File: src/rfifo_map.svh
// Constants for the ripple FIFO host controller
// ****************************************************
// ****************************************************
`ifndef RFIFO_MAP_SVH
`define RFIFO_MAP_SVH
`define RFIFO_WIDTH      9
`define RFIFO_DEPTH      64
`define RFIFO_CNT_W      7
// Clear low time 100 ns, rounded up at 5 ns per cycle
`define RFIFO_CLR_NS     100
`define RFIFO_CLK_NS     5
`define RFIFO_CLR_CYC    ((`RFIFO_CLR_NS + `RFIFO_CLK_NS - 1) / `RFIFO_CLK_NS)
// Strobe half period 15 ns: with the idle cycle, a word every 35 ns, near 28.6 MHz
`define RFIFO_STB_NS     15
`define RFIFO_STB_CYC    ((`RFIFO_STB_NS + `RFIFO_CLK_NS - 1) / `RFIFO_CLK_NS)
`define RFIFO_TMR_W      8
`endif

File: src/rfifo_pkg.sv
// Types for the ripple FIFO host controller
package rfifo_pkg;
  typedef logic [8:0] rfifo_word_t;
  typedef struct packed {
    logic        valid;
    rfifo_word_t data;
  } rfifo_beat_t;
  typedef enum logic [2:0] {
    RF_CLR, RF_IDLE, RF_HIGH, RF_LOW
  } rfifo_stb_t;
endpackage : rfifo_pkg

File: src/rfifo_timer.sv
// Small down counter timing strobe phases
`timescale 1ns/10ps
`default_nettype none
`include "rfifo_map.svh"
module rfifo_timer
  import rfifo_pkg::*;
(
  // Clock and reset
  input  wire logic                    ref_clk_i,
  input  wire logic                    rst_i,
  // Control
  input  wire logic                    load_i,
  input  wire logic [`RFIFO_TMR_W-1:0] value_i,
  output logic                         done_o
);
  logic [`RFIFO_TMR_W-1:0] cnt_r;
  assign done_o = (cnt_r == `RFIFO_TMR_W'(0));
  always_ff @(posedge ref_clk_i or posedge rst_i)
  begin
    if (rst_i)
      cnt_r <= '0;
    else if (load_i)
      cnt_r <= value_i;
    else if (!done_o)
      cnt_r <= cnt_r - `RFIFO_TMR_W'(1);
  end
endmodule : rfifo_timer
`default_nettype wire

File: src/rfifo_host.sv
// Host controller driving a clockless ripple FIFO over its pins
`timescale 1ns/10ps
`default_nettype none
`include "rfifo_map.svh"
module rfifo_host
  import rfifo_pkg::*;
(
  // Clock and reset
  input  wire logic         ref_clk_i,
  input  wire logic         rst_i,
  // Producer side: words to send
  input  wire logic         wr_valid_i,
  input  wire rfifo_word_t  wr_data_i,
  output logic              wr_ready_o,
  // Consumer side: words received
  output rfifo_beat_t       rd_beat_o,
  input  wire logic         rd_ready_i,
  // Host controls
  input  wire logic         burst_i,
  input  wire logic         out_en_i,
  output logic              init_done_o,
  // Device pins
  output logic              clear_all_n_o,
  output logic              push_strobe_o,
  output rfifo_word_t       write_word_o,
  input  wire logic         input_ready_flag_i,
  output logic              pop_strobe_o,
  input  wire rfifo_word_t  read_word_i,
  input  wire logic         output_valid_flag_i,
  output logic              out_en_n_o
);
  // ****************************************************
  // Reset pulse
  // ****************************************************
  logic                    clr_n_r;
  logic                    init_r;
  logic                    clr_done;
  logic [`RFIFO_TMR_W-1:0] clr_cnt_r;
  assign clr_done = (clr_cnt_r == `RFIFO_TMR_W'(`RFIFO_CLR_CYC));
  always_ff @(posedge ref_clk_i or posedge rst_i)
  begin
    if (rst_i)
    begin
      clr_cnt_r <= '0;
      clr_n_r   <= 1'b0;
      init_r    <= 1'b0;
    end
    else if (!clr_done)
      clr_cnt_r <= clr_cnt_r + `RFIFO_TMR_W'(1);
    else
    begin
      clr_n_r <= 1'b1;
      init_r  <= clr_n_r;
    end
  end
  assign clear_all_n_o = clr_n_r;
  assign init_done_o   = init_r;
  // ****************************************************
  // Push side
  // ****************************************************
  rfifo_stb_t              ps_r;
  rfifo_stb_t              ps_nxt;
  logic                    ps_done;
  logic                    ps_load;
  rfifo_word_t             wdat_r;
  logic [`RFIFO_CNT_W-1:0] level_r;
  logic                    push_ok;
  logic                    push_go;
  logic                    push_fin;
  logic                    pop_fin;
  // Burst ignores flag, bounded by depth
  assign push_ok  = burst_i ? (level_r < `RFIFO_CNT_W'(`RFIFO_DEPTH))
                            : input_ready_flag_i;
  // Flag taken as a level; waits rather than holding push
  assign push_go  = (ps_r == RF_IDLE) && wr_valid_i && push_ok && init_r;
  assign wr_ready_o = push_go;
  assign push_fin = (ps_r == RF_HIGH) && ps_done;
  always_comb
  begin
    ps_nxt  = ps_r;
    ps_load = 1'b0;
    case (ps_r)
      RF_CLR:  if (init_r) ps_nxt = RF_IDLE;
      RF_IDLE:
        if (push_go)
        begin
          ps_nxt  = RF_HIGH;
          ps_load = 1'b1;
        end
      RF_HIGH:
        if (ps_done)
        begin
          ps_nxt  = RF_LOW;
          ps_load = 1'b1;
        end
      RF_LOW:  if (ps_done) ps_nxt = RF_IDLE;
      default: ps_nxt = RF_IDLE;
    endcase
  end
  rfifo_timer u_push (
    .ref_clk_i (ref_clk_i),
    .rst_i     (rst_i),
    .load_i    (ps_load),
    .value_i   (`RFIFO_TMR_W'(`RFIFO_STB_CYC - 1)),
    .done_o    (ps_done)
  );
  always_ff @(posedge ref_clk_i or posedge rst_i)
  begin
    if (rst_i)
    begin
      ps_r   <= RF_CLR;
      wdat_r <= '0;
    end
    else
    begin
      ps_r <= ps_nxt;
      if (push_go)
        wdat_r <= wr_data_i;
    end
  end
  assign push_strobe_o = (ps_r == RF_HIGH);
  assign write_word_o  = wdat_r;
  // ****************************************************
  // Pop side
  // ****************************************************
  rfifo_stb_t  pp_r;
  rfifo_stb_t  pp_nxt;
  logic        pp_done;
  logic        pp_load;
  logic        pop_go;
  rfifo_beat_t beat_r;
  // Word sampled before the pop edge; a held word must be drained first
  // Released outputs are never popped
  assign pop_go = (pp_r == RF_IDLE) && output_valid_flag_i && !beat_r.valid
                  && out_en_i;
  assign pop_fin = (pp_r == RF_HIGH) && pp_done;
  always_comb
  begin
    pp_nxt  = pp_r;
    pp_load = 1'b0;
    case (pp_r)
      RF_CLR:  if (init_r) pp_nxt = RF_IDLE;
      RF_IDLE:
        if (pop_go)
        begin
          pp_nxt  = RF_HIGH;
          pp_load = 1'b1;
        end
      RF_HIGH:
        if (pp_done)
        begin
          pp_nxt  = RF_LOW;
          pp_load = 1'b1;
        end
      RF_LOW:  if (pp_done) pp_nxt = RF_IDLE;
      default: pp_nxt = RF_IDLE;
    endcase
  end
  rfifo_timer u_pop (
    .ref_clk_i (ref_clk_i),
    .rst_i     (rst_i),
    .load_i    (pp_load),
    .value_i   (`RFIFO_TMR_W'(`RFIFO_STB_CYC - 1)),
    .done_o    (pp_done)
  );
  always_ff @(posedge ref_clk_i or posedge rst_i)
  begin
    if (rst_i)
    begin
      pp_r   <= RF_CLR;
      beat_r <= '0;
    end
    else
    begin
      pp_r <= pp_nxt;
      if (pop_go)
        beat_r <= '{valid: 1'b1, data: read_word_i};
      else if (rd_ready_i)
        beat_r.valid <= 1'b0;
    end
  end
  assign pop_strobe_o = (pp_r == RF_HIGH);
  assign rd_beat_o    = beat_r;
  assign out_en_n_o   = !out_en_i;
  // ****************************************************
  // Fill level
  // ****************************************************
  // Limitation: counts whole strobe cycles, not ripple position
  // Depth bound
  always_ff @(posedge ref_clk_i or posedge rst_i)
  begin
    if (rst_i)
      level_r <= '0;
    else if (push_go && !pop_fin)
      level_r <= level_r + `RFIFO_CNT_W'(1);
    else if (pop_fin && !push_go && level_r != '0)
      level_r <= level_r - `RFIFO_CNT_W'(1);
  end
endmodule : rfifo_host
`default_nettype wire

File: config.mk
export PLATFORM = sky130hd
export DESIGN_NAME = rfifo_host
export DESIGN_NICKNAME = d
export VERILOG_FILES = /design/src/rfifo_pkg.sv /design/src/rfifo_timer.sv /design/src/rfifo_host.sv
export VERILOG_INCLUDE_DIRS = /design/src
export SDC_FILE = /design/constraint.sdc
export NUM_CORES = 1
export LEC_CHECK = 0
export ABC_AREA = 0
export BUFFER_PORTS_ARGS = -buffer_cell sky130_fd_sc_hd__buf_2
export CORE_MARGIN = 2
export CORE_UTILIZATION = 45
export CTS_CLUSTER_DIAMETER = 60
export CTS_CLUSTER_SIZE = 30
export DETAILED_ROUTE_END_ITERATION = 7
export GPL_ROUTABILITY_DRIVEN = 0
export GPL_TIMING_DRIVEN = 0
export PLACE_DENSITY = 0.7
export SYNTH_ARGS = -nofsm -noshare
export SYNTH_HDL_FRONTEND = slang
export SYNTH_SLANG_ARGS = --single-unit
File: constraint.sdc
create_clock -name ref_clk_i -period 3.4 [get_ports ref_clk_i]
set_input_delay 0.17 -clock ref_clk_i [delete_from_list [all_inputs] [get_ports ref_clk_i]]
set_output_delay 0.17 -clock ref_clk_i [all_outputs]
set_load 0.1 [all_outputs]
* Yosys cells after proc, flatten, opt, wreduce, memory -nomap -nowiden
Cells that the tools add are included.
Cells by class: bitwise logic cells 0, shift operators 0, div/mod/pow operators 0, equal/unequal tests 17, multipliers 0, reduce and logical (&&, ||, !) cells 23, $add $sub $neg 5, multiplexer cells 24, order comparisons 1
Operators with widths (number):
- $mux 8 | 4
- $pmux 3 s4 | 2
- $mux 3 | 7
- $logic_not 8->1 | 2
- $sub 8x1->8 const B | 2
- $mux 7 | 2
- $eq 3x2->1 const B | 4
- $ne 2x2->1 const B | 6
- $logic_and 1x1->1 | 10
- $add 8x1->8 const B | 1
- $eq 8x5->1 const B | 1
- $ne 2x1->1 const B | 4
- $reduce_and 4->1 | 2
- $add 7x1->7 const B | 1
- $lt 7x7->1 const B | 1
- $mux 1 | 7
- $reduce_bool 7->1 | 1
- $sub 7x1->7 const B | 1
- $eq 3x1->1 const B | 2
- $logic_not 3->1 | 2
- $logic_not 1->1 | 4
- $pmux 1 s2 | 2
- $reduce_bool 2->1 | 2
Storage, ports and cells: input port bits 26, latch bits 0, memory bits (read-only) 0, memories 0, bits in writable memories 0, register bits after elaboration 58, logic and storage cells 81

* Longest topological paths before layout
word-level depth 9, gate-level depth with buffers 11

* Modules after synthesis
From an unflattened synthesis, not the netlist that was laid out.
Second synthesis, totals: cells, all modules 277, area, all modules 2969.1 sq um
Modules (own cells, without submodules):
- rfifo_host | cells each 167, sequential area each 1001.0 sq um, times used 1, area each 2005.7 sq um
- rfifo_timer | cells each 55, sequential area each 200.2 sq um, times used 2, area each 481.7 sq um

* Least setup slack after synthesis
OpenSTA, ideal clock, no wires.
path kind register to register, from register pp_r[0], to register level_r[5], cell stages (with the launch flop) 11, data required time 3.272 ns, period minus slack after synthesis 3.480 ns, setup slack -0.080 ns, buffers on the path 0, arrival time 3.353 ns, cell sequence dfrtp_1 inv_1 ha_1 inv_1 o21ai_1 ha_1 a21o_1 a311o_1 a21oi_1 xnor2_1 mux2_1
On the way: longest elaborated chain between the ends 5, elaborated cells on any way between the ends 8, those cells by class eq/ne (1); mux (1); reduce/logical (6)
RTL lines:
- start, declared | RTL line rfifo_host.sv:126 | rfifo_stb_t pp_r;
- start signal, assigned | RTL line rfifo_host.sv:175 | pp_r <= pp_nxt;
- $eq 3x2->1 (*)
- via pop_strobe_o | RTL line rfifo_host.sv:27 | output logic pop_strobe_o,
- $logic_and 1x1->1 (*) | RTL line rfifo_host.sv:136 | assign pop_fin = (pp_r == RF_HIGH) && pp_done;
- $logic_not 1->1 or $logic_and 1x1->1 (tied branches) | RTL line rfifo_host.sv:194, rfifo_host.sv:196
- $logic_and 1x1->1 (on tied branches) | RTL line rfifo_host.sv:194, rfifo_host.sv:196
- $mux 7 or $reduce_bool 2->1 (tied branches)
- end signal, assigned | RTL line rfifo_host.sv:195 | level_r <= level_r + `RFIFO_CNT_W'(1);
- end signal, assigned | RTL line rfifo_host.sv:197 | level_r <= level_r - `RFIFO_CNT_W'(1);
- end, declared | RTL line rfifo_host.sv:66 | logic [`RFIFO_CNT_W-1:0] level_r;
Mark *: on every way through the listed nets, which the timed path passes. The rest lies on a longest branch. A chain may end at the register's enable or synchronous reset.

* Worst setup path after layout
from register ps_r[1], to register level_r[6]
On the way: longest elaborated chain between the ends 8, elaborated cells on any way between the ends 10, those cells by class eq/ne (1); mux (1); reduce/logical (8)
RTL lines:
- start, declared | RTL line rfifo_host.sv:61 | rfifo_stb_t ps_r;
- start signal, assigned | RTL line rfifo_host.sv:116 | ps_r <= ps_nxt;
- $eq 3x1->1 (*) | RTL line rfifo_host.sv:75 | assign push_go = (ps_r == RF_IDLE) && wr_valid_i && push_ok && init_r;
- $logic_and 1x1->1 (*) (3 in series) | RTL line rfifo_host.sv:75
- $logic_not 1->1 | RTL line rfifo_host.sv:196 | else if (pop_fin && !push_go && level_r != '0)
- $logic_and 1x1->1 (2 in series) | RTL line rfifo_host.sv:196
- $reduce_bool 2->1 (no line)
Every way passes the cells marked *; elsewhere a longest branch is shown, timed or not.

==> impl_summary.txt <==
----------------------------------------------------
[Route]
  Routed length per placed instance ... around 13 um
  Antenna-violating nets left ... 0
  Detail-routed via count per cell ... approximately 5
  Post-route DRC ... 0
  First-pass iteration count of the detailed router ... 4
  Via count ... 1,958
  Total detailed-routing wirelength ... 4900 um
  Number of DRC markers after the initial detailed-route iteration ... 76

[Logic synthesis]
  Simple-gate portion of the synthesized area ... 0.137
  Post-synthesis mux area share ... 0.125
  Number of distinct standard cells referenced by the synthesized netlist ... 46
  Post-synth top area cell ... dfrtp_1
  Synth Area in Compound Gates ... 0.0721
  Area of the mapped netlist ... 2870 um^2
  Post-Synthesis Net Count ... 300
  Synthesis-stage register bit count ... 56
  Seq/Total Area, Yosys ... 0.489
  Count of yosys warnings during synthesis ... 0
  Area share of fa/ha/maj cells after synthesis ... 0.0900
  XOR/XNOR Fraction of Synth Area ... 0.0520
  Number of standard cells after synthesis ... ~250
  Dominant combinational cell family by area after synthesis ... simple AND/OR/NAND/NOR gates
  Share of Yosys cell area claimed by the top area cell type ... 0.489
  Synthesized area per cell ... 11.3 um^2
  Ranking of synthesized cells by area ... dfrtp_1, ha_1, mux2_2

[Worst setup path]
  Classification of the worst setup path ... reg2reg
  Number of cells traversed by the worst register-to-register path ... 11
  Sort of element at the end of the critical path ... register
  Required @ worst endpoint ... 3.63 ns
  CP Max Fanout ... 9
  Setup crit start kind ... register
  Data arrival time of the worst path ... 3.36 ns

[Cells and area]
  Area grow syn2layout ... 17.6%
  Fraction of layout instances using a drive strength above 1 ... 0.306
  Net count reported at finish ... 359
  Number of filler cells placed in the layout ... roughly 570
  ANT cells ... 0

[Timing]
  Unrepaired setup endpoints after global routing ... no
  Number of pins exceeding their max-slew limit in the final report ... 0
  Max-slew headroom at the worst pin ... 0.581
  Final critical-path required period ... 3.13 ns
  Maximum clock rate ... around 320 MHz
  Period utilisation layout ... 0.921
  Setup tns final ... 0 ns
  Final setup skew ... 0.00800 ns
  Final Hold Violating Endpoints ... 0
  Final count of negative-setup-slack endpoints ... 0
  Pin slew with the least headroom to its limit ... 0.628 ns

[Floorplanning]
  Boundary Pins ... 51
  Die boundary height ... about 84 um
  Std-Cell Rows ... 29
  Floorplan Core Area ... 6240 um^2
  Die Area ... 7020 um^2
  Floorplan die width ... 83.8 um
  Starting Density ... 0.459

[Global routing]
  Number of antenna violations at the first check in global routing ... 0
  Layer with the highest usage after global routing ... met2
  Met3 demand-to-capacity share in global routing ... 0.0366
  Vias in the first global route ... 2,027
  First-pass GRT wire length ... just under 9000 um
  Maximum number of pins on one net before global-route repair ... 40
  Overflow left after global routing ... 0
  Met1 track demand over resource in global routing ... 0.203
  Global Route Usage Sum ... 0.150
  GRT met2 Usage ... 0.248

[CTS]
  Buffer levels on the longest clock path ... 2
  Root Buffer Master ... clkbuf_8
  Number of sinks driven by the clock tree ... 56
  Clock buffers created by TritonCTS ... 5
  CTS tree ... done
  Worst-skew pair later-pin latency ... roughly 0.3 ns
  Number of buffers inserted to repair setup after CTS ... 0
  Clock H-tree levels ... 2
  CTS clk-pin slew, worst paths ... around 0.10 ns

[Hold path]
  WHS Path Cells ... 2
  Hold Path Class ... in2reg

[Flow run]
  Max-cap violations ... 0

[Place]
  Post-detail-place hpwl ... 3670 um
  Count of buffers from port buffering ... 50

[Run status]
  Result of the run ... finished, final reports clean

----------------------------------------------------
-- area by class of cell --
type,count,area [um^2],share of cell area
multi-input cells,174,1380,0.409
inverters,19,71.3,0.0212
flip-flops and latches,56,1400,0.416
plain buffers,5,28.8,0.00854
well taps,77,96.3,0.0286
clock buffers,5,68.8,0.0204
clock inverters,3,46.3,0.0137
repair buffers,52,280,0.0831
-- per-stage QoR --
stage	hold slack [ns]	instances	utilization	worst slack (ns)	area [um^2]
floorplan	0.266	254	-	0.248	2870
global placement	0.353	381	0.515	0.0680	3210
detailed placement	0.177	382	0.518	0.0515	3230
CTS	0.0260	391	0.538	0.0382	3360
global route	0.0205	391	0.540	0.0581	3370
finish	0.0361	391	0.540	0.267	3370
-- Yosys cell counts (all sizes together) --
| library cell | count |
|---|---|
| dfrtp | 56 |
| nor3b | 1 |
| and2 | 1 |
| clkbuf | 2 |
| nand2 | 11 |
| nand4 | 1 |
| o21ai | 8 |
| a21boi | 1 |
| and4 | 1 |
| nor4 | 2 |
| inv | 19 |
| mux2 | 27 |
| xor2 | 6 |
| nor2 | 25 |
| nor3 | 8 |
| a311o | 1 |
| fa | 1 |
| o21bai | 1 |
| nand2b | 4 |
| ha | 19 |
| buf | 3 |
| or2 | 1 |
| and3 | 2 |
| a21oi | 15 |
| nor4b | 1 |
| o2bb2ai | 1 |
| nand3 | 5 |
| a211o | 1 |
| a211oi | 1 |
| or4 | 2 |
| mux2i | 5 |
| a21o | 2 |
| xnor2 | 11 |
| a221oi | 1 |
| nor2b | 2 |
| or4b | 1 |
| or3 | 5 |
-- placed cells by master, fill, tap and decap left out, drive strengths merged, types with 2 or more instances in the layout --
| cell | instances |
|---|---|
| dfrtp | 56 |
| buf | 54 |
| mux2 | 27 |
| nor2 | 25 |
| inv | 20 |
| ha | 19 |
| a21oi | 15 |
| xnor2 | 11 |
| nand2 | 11 |
| nor3 | 8 |
| o21ai | 8 |
| clkbuf | 7 |
| xor2 | 6 |
| or3 | 5 |
| mux2i | 5 |
| nand3 | 5 |
| nand2b | 4 |
| and3 | 2 |
| nor4 | 2 |
| a21o | 2 |
| nor2b | 2 |
| or4 | 2 |
-- final timing paths --
path,slack (ns),to,start
hold reg to reg,0.50,clr_cnt_r[7]$_DFFE_PP0P_,clr_cnt_r[7]$_DFFE_PP0P_
max in group asynchronous,2.47,u_pop.cnt_r[3]$_DFFE_PP0P_,rst_i
min in group asynchronous,0.40,rd_beat_o[7]$_DFFE_PP0P_,rst_i
setup / recovery,0.27,level_r[6]$_DFFE_PP0P_,ps_r[1]$_DFFE_PP0P_
setup reg to reg,0.27,level_r[6]$_DFFE_PP0P_,ps_r[1]$_DFFE_PP0P_
hold / removal,0.04,rd_beat_o[9]$_DFFE_PP0P_,rd_ready_i
-- logic make-up after synthesis --
kind of cell | after synthesis
AND/OR/NAND/NOR | 73
AO/OA/AOI/OAI | 32
buffers and inverters | 24
multiplexers | 32
adder cells (fa/ha/maj) | 20
flip-flops | 56
XOR/XNOR | 17
-- state kept, by name (all words and copies together) (netlist names) --
name           count
clr_cnt_r          8
u_pop.cnt_r        8
u_push.cnt_r       8
write_word_o       9
level_r            7
clear_all_n_o      1
ps_r               2
rd_beat_o         10
pp_r               2
init_done_o        1
-- what timing repair did --
item                                   CTS  global route
hold buffers                             1             0
endpoints found under the hold margin   17             0
setup endpoints to repair                0             2
gates resized for setup                  0             2
-- worst max-delay path: stages (launching register included) --
cell and delay, ns:
dfrtp_1 0.44, inv_1 0.10, ha_1 0.24, nand3_1 0.09, a21oi_1 0.48, o21ai_4 0.23
fa_1 0.48, a211oi_1 0.25, o21bai_1 0.10, a21oi_1 0.22, mux2i_1 0.27, xor2_1 0.16
-- layer usage --
| layer | up-vias | wire [um] |
|---|---|---|
| li1 | 988 | - |
| met4 | 0 | 15 |
| met2 | 35 | 2410 |
| met1 | 933 | 2260 |
| met5 | - | 0 |
| met3 | 2 | 206 |
Power is left out: the tool's default activity adds up to more than one toggle a clock period on the data nets, which glitch-free logic cannot reach.
